[config.mk]
export PLATFORM = sky130hd
export DESIGN_NAME = serial_link_bist
export DESIGN_NICKNAME = d
export VERILOG_FILES = /design/src/rtl/link_bist_pkg.sv /design/src/rtl/serial_link_bist.sv
export SDC_FILE = /design/constraint.sdc
export NUM_CORES = 1
export LEC_CHECK = 0
export ABC_AREA = 1
export BUFFER_PORTS_ARGS = -buffer_cell sky130_fd_sc_hd__buf_2
export CAP_MARGIN = 20
export CORE_ASPECT_RATIO = 1.5
export CORE_MARGIN = 1.5
export CORE_UTILIZATION = 54
export CTS_CLUSTER_SIZE = 40
export DETAILED_ROUTE_END_ITERATION = 10
export PLACE_DENSITY = 0.78
export SLEW_MARGIN = 20
export SYNTH_ARGS = -nofsm -noshare
export SYNTH_HDL_FRONTEND = slang
export SYNTH_SLANG_ARGS = --single-unit
[constraint.sdc]
create_clock -name mclk -period 5.2 [get_ports mclk]
set_clock_uncertainty 0.15 [all_clocks]
set_input_delay 1.04 -clock mclk [delete_from_list [all_inputs] [get_ports mclk]]
set_output_delay 1.04 -clock mclk [all_outputs]
set_load 0.1 [all_outputs]
[src/rtl/link_bist_pkg.sv]
`default_nettype none
package link_bist_pkg;

   // register byte offsets
   localparam logic [7:0] ADDR_CTRL     = 8'h00;
   localparam logic [7:0] ADDR_CRC_FUNC = 8'h04;
   localparam logic [7:0] ADDR_CRC_TEST = 8'h08;
   localparam logic [7:0] ADDR_STATUS   = 8'h0C;
   localparam logic [7:0] ADDR_INT_STAT = 8'h10;
   localparam logic [7:0] ADDR_INT_MASK = 8'h14;

   // control register fields
   localparam int CTRL_SLEEP     = 0;
   localparam int CTRL_CLR_TEST  = 1;

   // status register fields
   localparam int STAT_LINK      = 0;
   localparam int STAT_TEST      = 1;
   localparam int STAT_OSC       = 2;

   // interrupt event bits
   localparam int EV_ENTER       = 0;
   localparam int EV_EXIT        = 1;
   localparam int EV_CRC         = 2;
   localparam int EV_W           = 3;

   localparam logic [31:0] CTRL_RESET = 32'h0000_0000;
   localparam logic [7:0]  CNT_MAX    = 8'hFF;
   localparam logic [7:0]  CNT_ONE    = 8'h01;

   // oscillator and system clock rates
   localparam int OSC_FREQ_KHZ  = 33000;
   localparam int MCLK_FREQ_KHZ = 125000;

   typedef enum logic {MODE_NORMAL, MODE_TEST} mode_e;

   // one parallel video word
   typedef struct packed {
      logic [23:0] rgb;
      logic        hsync;
      logic        vsync;
      logic        de;
   } video_s;

   // back channel indications from the frame decoder
   typedef struct packed {
      logic test_enable;
      logic clk_sel_osc;
      logic link_detect;
      logic frame_done;
      logic crc_error;
   } back_chan_s;

endpackage
`default_nettype wire

[src/rtl/serial_link_bist.sv]
// Notes on behaviour
// - test enable from back channel wakes the serializer from low power
// - in test, video inputs ignored; all-zeros words sent to scrambler
// - test clocked by pixel clock or internal oscillator, chosen by far end
// - back channel crc checked only while link detect is set
// - functional crc errors count in 8 bits, cleared on test entry
// - test crc count active in test only, kept until cleared or re-entry
// - enable low returns the link to normal video
`timescale 1ns/10ps
`default_nettype none
module serial_link_bist #(
   parameter int CNT_W = 8
) (
   input  wire logic                       mclk,
   input  wire logic                       rst,
   input  wire logic                       pix_en,
   input  wire link_bist_pkg::video_s      video_in,
   input  wire link_bist_pkg::back_chan_s  back_chan,
   input  wire logic [7:0]                 addr,
   input  wire logic [31:0]                wr_data,
   input  wire logic                       wr_stb,
   input  wire logic                       rd_stb,
   output logic [31:0]                     rd_data,
   output link_bist_pkg::video_s           tx_word,
   output logic                            tx_valid,
   output logic                            power_on,
   output logic                            test_active,
   output logic                            irq
);

   localparam logic [17:0] ACC_STEP = 18'(link_bist_pkg::OSC_FREQ_KHZ);
   localparam logic [17:0] ACC_WRAP = 18'(link_bist_pkg::MCLK_FREQ_KHZ);

   link_bist_pkg::mode_e mode;
   link_bist_pkg::mode_e next_mode;
   logic [17:0]          osc_acc;
   logic [17:0]          next_osc_acc;
   logic                 osc_tick;
   logic                 next_osc_tick;
   logic                 word_tick;
   logic                 enter;
   logic                 leave;
   logic [31:0]          ctrl;
   logic [31:0]          next_ctrl;
   logic [CNT_W-1:0]     crc_func;
   logic [CNT_W-1:0]     next_crc_func;
   logic [CNT_W-1:0]     crc_test;
   logic [CNT_W-1:0]     next_crc_test;
   logic [link_bist_pkg::EV_W-1:0] int_stat;
   logic [link_bist_pkg::EV_W-1:0] next_int_stat;
   logic [link_bist_pkg::EV_W-1:0] int_mask;
   logic [link_bist_pkg::EV_W-1:0] next_int_mask;
   logic [link_bist_pkg::EV_W-1:0] events;
   link_bist_pkg::video_s next_tx_word;
   logic                 next_tx_valid;
   logic                 next_power_on;
   logic                 next_irq;
   logic [31:0]          next_rd_data;
   logic                 crc_hit;
   logic                 clr_test_wr;

   // saturating increment of an error count
   function automatic logic [CNT_W-1:0] bump(input logic [CNT_W-1:0] v);
      bump = (v == CNT_W'(link_bist_pkg::CNT_MAX)) ? v : v + CNT_W'(1);
   endfunction

   // register write decode
   function automatic logic wr_hit(input logic [7:0] a, input logic [7:0] off);
      wr_hit = wr_stb && (a == off);
   endfunction

   assign enter       = back_chan.test_enable && (mode == link_bist_pkg::MODE_NORMAL);
   assign leave       = !back_chan.test_enable && (mode == link_bist_pkg::MODE_TEST);
   assign crc_hit     = back_chan.crc_error && back_chan.link_detect;
   assign clr_test_wr = wr_hit(addr, link_bist_pkg::ADDR_CTRL)
                        && wr_data[link_bist_pkg::CTRL_CLR_TEST];

   // word pacing: pixel tick normally, oscillator in test when far end picks it
   assign word_tick = (mode == link_bist_pkg::MODE_TEST && back_chan.clk_sel_osc)
                      ? osc_tick : pix_en;

   // oscillator rate enable from a phase accumulator
   always_comb
   begin
      next_osc_acc  = osc_acc + ACC_STEP;
      next_osc_tick = 1'b0;
      if (next_osc_acc >= ACC_WRAP)
      begin
         next_osc_acc  = next_osc_acc - ACC_WRAP;
         next_osc_tick = 1'b1;
      end
   end

   always_ff @(posedge mclk or posedge rst)
   begin
      if (rst)
      begin
         osc_acc  <= '0;
         osc_tick <= 1'b0;
      end
      else
      begin
         osc_acc  <= next_osc_acc;
         osc_tick <= next_osc_tick;
      end
   end

   // mode, wake and outgoing word
   always_comb
   begin
      next_mode     = back_chan.test_enable ? link_bist_pkg::MODE_TEST
                                            : link_bist_pkg::MODE_NORMAL;
      next_power_on = !ctrl[link_bist_pkg::CTRL_SLEEP] || back_chan.test_enable;
      next_tx_word  = tx_word;
      next_tx_valid = word_tick;
      if (word_tick)
      begin
         unique case (mode)
            link_bist_pkg::MODE_TEST:   next_tx_word = '0;
            link_bist_pkg::MODE_NORMAL: next_tx_word = video_in;
         endcase
      end
   end

   always_ff @(posedge mclk or posedge rst)
   begin
      if (rst)
      begin
         mode        <= link_bist_pkg::MODE_NORMAL;
         power_on    <= 1'b0;
         tx_word     <= '0;
         tx_valid    <= 1'b0;
         test_active <= 1'b0;
      end
      else
      begin
         mode        <= next_mode;
         power_on    <= next_power_on;
         tx_word     <= next_tx_word;
         tx_valid    <= next_tx_valid;
         test_active <= (next_mode == link_bist_pkg::MODE_TEST);
      end
   end

   // back channel crc error counters
   always_comb
   begin
      next_crc_func = crc_func;
      next_crc_test = crc_test;
      if (enter)
      begin
         next_crc_func = '0;
         next_crc_test = '0;
      end
      else if (mode == link_bist_pkg::MODE_TEST)
      begin
         if (clr_test_wr)
            next_crc_test = crc_hit ? CNT_W'(link_bist_pkg::CNT_ONE) : '0;
         else if (crc_hit)
            next_crc_test = bump(crc_test);
      end
      else
      begin
         if (clr_test_wr)
            next_crc_test = '0;
         if (crc_hit)
            next_crc_func = bump(crc_func);
      end
   end

   always_ff @(posedge mclk or posedge rst)
   begin
      if (rst)
      begin
         crc_func <= '0;
         crc_test <= '0;
      end
      else
      begin
         crc_func <= next_crc_func;
         crc_test <= next_crc_test;
      end
   end

   // control, interrupt registers and read port
   always_comb
   begin
      events = '0;
      events[link_bist_pkg::EV_ENTER] = enter;
      events[link_bist_pkg::EV_EXIT]  = leave;
      events[link_bist_pkg::EV_CRC]   = crc_hit;
      next_ctrl     = ctrl;
      next_int_mask = int_mask;
      next_int_stat = int_stat;
      if (wr_hit(addr, link_bist_pkg::ADDR_CTRL))
      begin
         next_ctrl = wr_data;
         next_ctrl[link_bist_pkg::CTRL_CLR_TEST] = 1'b0;
      end
      if (wr_hit(addr, link_bist_pkg::ADDR_INT_MASK))
         next_int_mask = wr_data[link_bist_pkg::EV_W-1:0];
      if (wr_hit(addr, link_bist_pkg::ADDR_INT_STAT))
         next_int_stat = int_stat & ~wr_data[link_bist_pkg::EV_W-1:0];
      next_int_stat = next_int_stat | events; // set wins over clear
      next_irq      = |(next_int_stat & next_int_mask);
      next_rd_data  = '0;
      if (rd_stb)
      begin
         unique case (addr)
            link_bist_pkg::ADDR_CTRL:     next_rd_data = ctrl;
            link_bist_pkg::ADDR_CRC_FUNC: next_rd_data = 32'(crc_func);
            link_bist_pkg::ADDR_CRC_TEST: next_rd_data = 32'(crc_test);
            link_bist_pkg::ADDR_STATUS:
            begin
               next_rd_data[link_bist_pkg::STAT_LINK] = back_chan.link_detect;
               next_rd_data[link_bist_pkg::STAT_TEST] = (mode == link_bist_pkg::MODE_TEST);
               next_rd_data[link_bist_pkg::STAT_OSC]  = back_chan.clk_sel_osc;
            end
            link_bist_pkg::ADDR_INT_STAT: next_rd_data = 32'(int_stat);
            link_bist_pkg::ADDR_INT_MASK: next_rd_data = 32'(int_mask);
            default:                      next_rd_data = '0;
         endcase
      end
   end

   always_ff @(posedge mclk or posedge rst)
   begin
      if (rst)
      begin
         ctrl     <= link_bist_pkg::CTRL_RESET;
         int_mask <= '0;
         int_stat <= '0;
         irq      <= 1'b0;
         rd_data  <= '0;
      end
      else
      begin
         ctrl     <= next_ctrl;
         int_mask <= next_int_mask;
         int_stat <= next_int_stat;
         irq      <= next_irq;
         rd_data  <= next_rd_data;
      end
   end
endmodule
`default_nettype wire

==> impl_metrics.env, run 1 <==
export IMPL_hold_viol_final=0
export IMPL_cts_hold_buf=0
export IMPL_ff2ff_path_depth=15
export IMPL_gr_total_overflow=0
export IMPL_combPwrFrac=0.126
export IMPL_drt_initial_drc_count=305
export IMPL_clkLatencyLatePin_ns=0.41
export IMPL_worstPathMaxFanout=28
export IMPL_synthesis_area_um2=6250
export IMPL_crit_arrival_ns=2.90
export IMPL_cts_buffers=17
export IMPL_synthAdderAreaFrac=0.0120
export IMPL_hold_depth=1
export IMPL_path_cells="buf_2, nand3_2, nand2_1, nand3_1, nand2_1"
export IMPL_syn_num_nets=837
export IMPL_cts_setup_buffers=0
export IMPL_layout_min_cycle_time_ns=2.71
export IMPL_synthMuxAreaShare=0
export IMPL_drt_first_pass_iters=6
export IMPL_crit_type="in2reg"
export IMPL_ir_drop_v=0.000292
export IMPL_cp_num_cells=5
export IMPL_dp_cells=1019
export IMPL_leakage_nw=4.32
export IMPL_max_freq_ghz=0.369
export IMPL_synth_warnings=0
export IMPL_worst_hold_path_type="reg2reg"
export IMPL_ff2ff_setup_slack_ns=2.54
export IMPL_worst_path_buf_inv=1
export IMPL_netlist_instances=754
export IMPL_cts_tree="done"
export IMPL_grt_antenna_before_repair=2
export IMPL_port_buffers=138
export IMPL_fill_cells=929
export IMPL_ant_nets=0
export IMPL_drcViolationCount=0
export IMPL_regArea_um2=3300
export IMPL_cts_resized_gates=0
export IMPL_min_to="power_on$_DFF_PP0_"
export IMPL_postLayoutCellArea_um2=7650
export IMPL_synth_xor_area_frac=0.0198
export IMPL_grt_pass1_wl_um=24300
export IMPL_slowest_stage="nand2_1"
export IMPL_synth_avg_cell_area_um2=8.29
export IMPL_cpMostUsedCell="nand2_1"
export IMPL_grt_use_total=0.248
export IMPL_final_setup_tns_ns=0
export IMPL_critical_path_top_delay_family="simple AND/OR/NAND/NOR gates"
export IMPL_power_density_nw_per_um2=338
export IMPL_wl_um=14800
export IMPL_coreArea_um2=11200
export IMPL_slowest_delay_ns=0.92
export IMPL_p_switching_mw=0.740
export IMPL_worst_pin_slew_ns=0.930
export IMPL_synth_simple_area_share=0.283
export IMPL_first_global_vias=5324
export IMPL_crit_path_end_kind="register"
export IMPL_rows=47
export IMPL_cp_start_kind="primary input"
export IMPL_period_share=0.521
export IMPL_multi_input_area_um2=2440
export IMPL_clk_path_buf_depth=2
export IMPL_rsz0062_at_grt="false"
export IMPL_clock_sinks=132
export IMPL_relSlewSlack=0.379
export IMPL_start_util=0.559
export IMPL_ys_seq_area_frac=0.529
export IMPL_reg2reg_from="osc_acc[3]$_DFFE_PP0N_"
export IMPL_clockRootBuffer="clkbuf_16"
export IMPL_hpwl_um=10100
export IMPL_area_growth_pct=22.3
export IMPL_vias=5486
export IMPL_fin_cells=1053
export IMPL_synth_seq_cells=132
export IMPL_final_max_slew_viol_count=0
export IMPL_chipHeight_um=135
export IMPL_die_area_um2=12200
export IMPL_io_pins=140
export IMPL_status="finished clean"
export IMPL_hold_path_startpoint="ctrl[0]$_DFFE_PP0P_"
export IMPL_setup_viol=0
export IMPL_post_dp_cell_area_um2=7050
export IMPL_synth_cell_type_count=33
export IMPL_seq_power_share=0.423
export IMPL_cp_required_ns=5.40
export IMPL_timing_rr_end="osc_acc[7]$_DFF_PP0_"
export IMPL_synth_top_family_by_area="simple AND/OR/NAND/NOR gates"
export IMPL_switching_share=0.287
export IMPL_htreeDepth=4
export IMPL_grt_max_degree=99
export IMPL_finalPower_mw=2.58
export IMPL_drive_gt1_frac=0.233
export IMPL_synth_compound_area_share=0.0733
export IMPL_nets=974
export IMPL_clkSlewWorstSetupHoldPaths_ns=0.06
export IMPL_gp_congestion=0.862
export IMPL_die_x_um=90.8
export IMPL_wl_per_cell_um=14.0
export IMPL_max_cap_viol_count=0
export IMPL_p_clk_frac=0.450
export IMPL_viasPerCell=5.21
export IMPL_power_internal_mw=1.84
[cell type report]
| type | count | area share |
|---|---|---|
| Timing Repair Buffer | 140 | 0.0923 |
| Antenna cell | 2 | 0.000655 |
| Clock inverter | 14 | 0.0200 |
| Inverter | 112 | 0.0556 |
| Tap cell | 147 | 0.0241 |
| Clock buffer | 18 | 0.0561 |
| Sequential cell | 132 | 0.432 |
| Multi-Input combinational cell | 488 | 0.319 |
[synthesized netlist by cell type, drive strengths merged]
cell type | instances | area [µm²]
dfrtp | 132 | 3300
nand3 | 85 | 465
nor2 | 87 | 359
clkbuf | 18 | 67.6
buf | 4 | 30.0
nor3 | 8 | 45.0
nand2 | 171 | 687
a31oi | 4 | 25.0
a21oi | 40 | 204
o22ai | 6 | 37.5
xor2 | 12 | 124
o211ai | 2 | 15.0
nand3b | 2 | 15.0
a211oi | 3 | 22.5
o21ai | 29 | 145
nand4 | 30 | 188
ha | 6 | 75.1
or2 | 1 | 6.26
inv | 111 | 417
nor4 | 1 | 6.26
a221oi | 1 | 8.76
clkinv | 1 | 3.75
[power by group through the flow]
stage / clock network [mW] / registers (mW) / logic [mW]
3_3_place_gp: 0 / 1.11 / 0.323
6_report: 1.16 / 1.09 / 0.326
3_5_place_dp: 0 / 1.11 / 0.327
4_1_cts: 1.17 / 1.09 / 0.328
2_1_floorplan: 0 / 1.27 / 0.0810
5_1_grt: 1.22 / 1.10 / 0.348
[metal layers]
layer,vias up,wire (µm),global-route usage
met5,-,0,0
met4,0,438,0.101
met3,35,661,0.0467
met2,177,8020,0.457
met1,2578,5660,0.282
li1,2696,-,-
[placed cells by master (no fill, tap or decap), drive strengths merged, types with 12 or more instances in the layout]
cell	instances
a21oi	40
buf	140
clkbuf	18
dfrtp	132
inv	114
nand2	171
nand3	85
nand4	30
nor2	87
o21ai	29
xor2	12
[worst max path at each step]
stage,start,to
finish,back_chan[3],tx_word[1]$_DFFE_PP0P_
global route,back_chan[3],tx_word[7]$_DFFE_PP0P_
CTS,back_chan[3],tx_word[1]$_DFFE_PP0P_
detailed placement,back_chan[3],tx_word[1]$_DFFE_PP0P_
global placement,back_chan[3],tx_word[22]$_DFFE_PP0P_
floorplan,rst,crc_func[0]$_DFFE_PP0P_
[metrics by stage]
stage | hold WS (ns) | worst slack, ns | util
after floorplan | 0.280 | 0.484 | -
after global placement | 0.314 | 1.66 | 0.631
after detailed placement | 0.320 | 1.62 | 0.631
after CTS | 0.336 | 2.05 | 0.683
after global routing | 0.348 | 2.31 | 0.684
final | 0.334 | 2.49 | 0.684
[cell families (layout without fill, tap and decap cells)]
| kind of cell | Yosys count | count (layout) |
|---|---|---|
| AOI/OAI and AO/OA | 85 | 85 |
| xor gates and xnor gates | 12 | 12 |
| adders and majority gates | 6 | 6 |
| buffers and inverters | 134 | 284 |
| DFF | 132 | 132 |
| other | 0 | 2 |
| and+or+nand+nor | 385 | 385 |
[registers in the layout, summed over array words and instances, names as in the netlist]
register	flops
mode	1
int_mask	3
tx_valid	1
ctrl	31
power_on	1
irq	1
int_stat	3
osc_tick	1
tx_word	27
crc_test	8
crc_func	8
rd_data	32
osc_acc	15
No activity file was read; power rests on OpenSTA's default activity.
==> inputs of run 2 (changes only) <==
Settings changed: ABC_AREA 1 to 0.
Clock period 5.2 ns to 2.7 ns, I/O delays scaled along.
==> impl_metrics.env, run 2 <==
export IMPL_status="finished clean"
export IMPL_grt_pass1_wl_um=24700
export IMPL_grt_busiest_layer="met2"
export IMPL_worstPathMaxFanout=6
export IMPL_ir_drop_v=0.000451
export IMPL_io_pins=140
export IMPL_synth_seq_cells=132
export IMPL_nets=827
export IMPL_ff2ff_path_depth=10
export IMPL_max_cap_viol_count=0
export IMPL_ys_seq_area_frac=0.543
export IMPL_synth_cell_type_count=69
export IMPL_synth_edf_count=0
export IMPL_yosysMostFrequentCell="dfrtp_1"
export IMPL_vias=5139
export IMPL_wl_per_cell_um=17.7
export IMPL_clockRootBuffer="clkbuf_16"
export IMPL_rsz0062_at_grt="true"
export IMPL_regArea_um2=3300
export IMPL_grt_max_degree=67
export IMPL_diodes=0
export IMPL_die_area_um2=11900
export IMPL_layout_commonest_cell="buf_2"
export IMPL_power_density_nw_per_um2=634
export IMPL_path_cells="inv_2, ha_2, a21boi_4, or4_4, o211ai_2, a31o_2, a21oi_4, o211a_1, a211o_1, xor2_1"
export IMPL_timing_rr_end="osc_acc[9]$_DFF_PP0_"
export IMPL_multi_input_area_um2=2740
export IMPL_synthArstFlopShare=1.00
export IMPL_hold_viol_final=0
export IMPL_chipHeight_um=133
export IMPL_yosys_area_top_type="dfrtp_1"
export IMPL_cts_tree="done"
export IMPL_postLayoutCellArea_um2=7940
export IMPL_die_x_um=89.7
export IMPL_relSlewSlack=0.565
export IMPL_leakage_nw=4.10
export IMPL_drive_gt1_frac=0.386
export IMPL_ant_nets=0
export IMPL_period_share=0.994
export IMPL_synthTopCellsByArea="dfrtp_1 (54%), mux2_2 (6.1%), nand2_1 (5.4%)"
export IMPL_worst_hold_path_type="in2async"
export IMPL_crit_path_end_kind="register"
export IMPL_largest_register_ffs=32
export IMPL_clkLatencyLatePin_ns=0.41
export IMPL_start_util=0.553
export IMPL_rows=47
export IMPL_regMostFlops="rd_data"
export IMPL_slowest_stage="or4_4"
export IMPL_synth_avg_cell_area_um2=10.8
export IMPL_synth_warnings=0
export IMPL_final_cell_mix="buf_2 (138), dfrtp_1 (132), nand2_1 (87), buf_4 (45), nor2_1 (37)"
export IMPL_drt_first_pass_iters=6
export IMPL_max_freq_ghz=0.373
export IMPL_slowest_delay_ns=0.55
export IMPL_netlist_instances=566
export IMPL_drcViolationCount=0
export IMPL_viasPerCell=5.68
export IMPL_grt_use_total=0.275
export IMPL_coreArea_um2=11000
export IMPL_drt_initial_drc_count=329
export IMPL_synthesis_area_um2=6090
export IMPL_synth_flop_cell="dfrtp_1"
export IMPL_fill_cells=780
export IMPL_gp_congestion=0.869
export IMPL_ff2ff_setup_slack_ns=0.02
export IMPL_setup_viol=0
export IMPL_synthTopCellsByCount="dfrtp_1 (132), nand2_1 (87), nor2_1 (38), nand3_1 (37), mux2_2 (33)"
export IMPL_grt_antenna_before_repair=0
export IMPL_first_global_vias=5182
export IMPL_wl_um=16000
export IMPL_crit_end="osc_acc[9]$_DFF_PP0_"
export IMPL_reg_largest_list="rd_data (32), ctrl (31), tx_word (27)"
export IMPL_cts_buffers=17
export IMPL_clkSlewWorstSetupHoldPaths_ns=0.05
export IMPL_crit_arrival_ns=2.81
export IMPL_crit_path_start="osc_acc[5]$_DFF_PP0_"
export IMPL_finalPower_mw=5.04
export IMPL_worst_pin_slew_ns=0.651
export IMPL_syn_num_nets=649
export IMPL_hpwl_um=10600
export IMPL_area_growth_pct=30.4
export IMPL_gr_total_overflow=0
export IMPL_port_buffers=138
export IMPL_clock_sinks=132
export IMPL_final_max_slew_viol_count=0
export IMPL_grt_use_met2=0.481
export IMPL_post_dp_cell_area_um2=7160
export IMPL_reg2reg_from="osc_acc[5]$_DFF_PP0_"
export IMPL_synth_top_area_share=0.543
export IMPL_clk_path_buf_depth=2
export IMPL_cp_start_kind="register"
export IMPL_htreeDepth=4
export IMPL_layout_min_cycle_time_ns=2.68
export IMPL_cp_required_ns=2.83
export IMPL_grt_use_met1=0.305
export IMPL_final_core_util=0.722
export IMPL_grt_use_met3=0.0643
export IMPL_crit_type="reg2reg"
-- run 2: logic make-up after synthesis --
kind of cell / count (synthesis) / synth area share
mux: 44 / 0.0835
buf+inv: 40 / 0.0302
xor+xnor: 28 / 0.0415
fa+ha+maj: 6 / 0.0123
simple gates: 233 / 0.189
compound gates: 83 / 0.101
flops: 132 / 0.543
-- run 2: worst max-delay path: cells and delay by family, from the launching register on --
family / cells / cell delay (ns)
AOI/OAI and AO/OA: 6 / 1.00
and+or+nand+nor: 1 / 0.55
DFF: 1 / 0.39
adders and majority gates: 1 / 0.22
xor gates and xnor gates: 1 / 0.14
buffers and inverters: 1 / 0.08
-- run 2: worst min-delay path by stage --
stage / startpoint / end / slack (ns) / depth (start not counted)
global placement: tx_word[15]$_DFFE_PP0P_ / tx_word[15]$_DFFE_PP0P_ / 0.30 / 2
global route: rst / rd_data[26]$_DFF_PP0_ / 0.1 / 2
floorplan: ctrl[0]$_DFFE_PP0P_ / power_on$_DFF_PP0_ / 0.28 / 1
detailed placement: tx_word[26]$_DFFE_PP0P_ / tx_word[26]$_DFFE_PP0P_ / 0.30 / 2
CTS: rst / tx_word[4]$_DFFE_PP0P_ / 0.07 / 2
finish: rst / ctrl[26]$_DFFE_PP0P_ / 0.06 / 2
-- run 2: layout make-up --
cell class              count  area share
flip-flops and latches    132       0.416
multi-input cells         394       0.345
repair buffers            185       0.133
clock buffers              20      0.0588
well taps                 147      0.0232
clock inverters            12      0.0164
inverters                  14     0.00709
-- run 2: power breakdown --
group | switching [mW] | internal [mW] | total, mW
sequential | 0.0560 | 2.06 | 2.11
combinational | 0.501 | 0.147 | 0.648
clock | 0.843 | 1.43 | 2.27
-- run 2: per-layer routing --
| metal | vias to the layer above | wire length [µm] |
|---|---|---|
| met4 | 0 | 508 |
| met2 | 216 | 8840 |
| met5 | - | 0 |
| met3 | 46 | 828 |
| met1 | 2565 | 5810 |
| li1 | 2312 | - |
-- run 2: repair_timing --
action                     CTS  global route
buffers inserted             1             5
pin swaps                    1            10
cloned                       0             0
hold endpoints to repair     0             0
setup endpoints to repair   10            15
hold buffers                 0             0
resized for setup           11            16
-- run 2: per-stage QoR --
| stage | worst slack [ns] | hold slack (ns) | std cells | setup TNS, ns |
|---|---|---|---|---|
| 4_1_cts | -0.0185 | 0.0744 | 899 | -0.0185 |
| 5_1_grt | -0.0695 | 0.0965 | 904 | -0.294 |
| 6_report | 0.0172 | 0.0626 | 904 | 0 |
| 3_3_place_gp | -0.0268 | 0.296 | 866 | -0.0268 |
| 2_1_floorplan | 0.000654 | 0.276 | 566 | 0 |
| 3_5_place_dp | -0.125 | 0.300 | 866 | -0.424 |
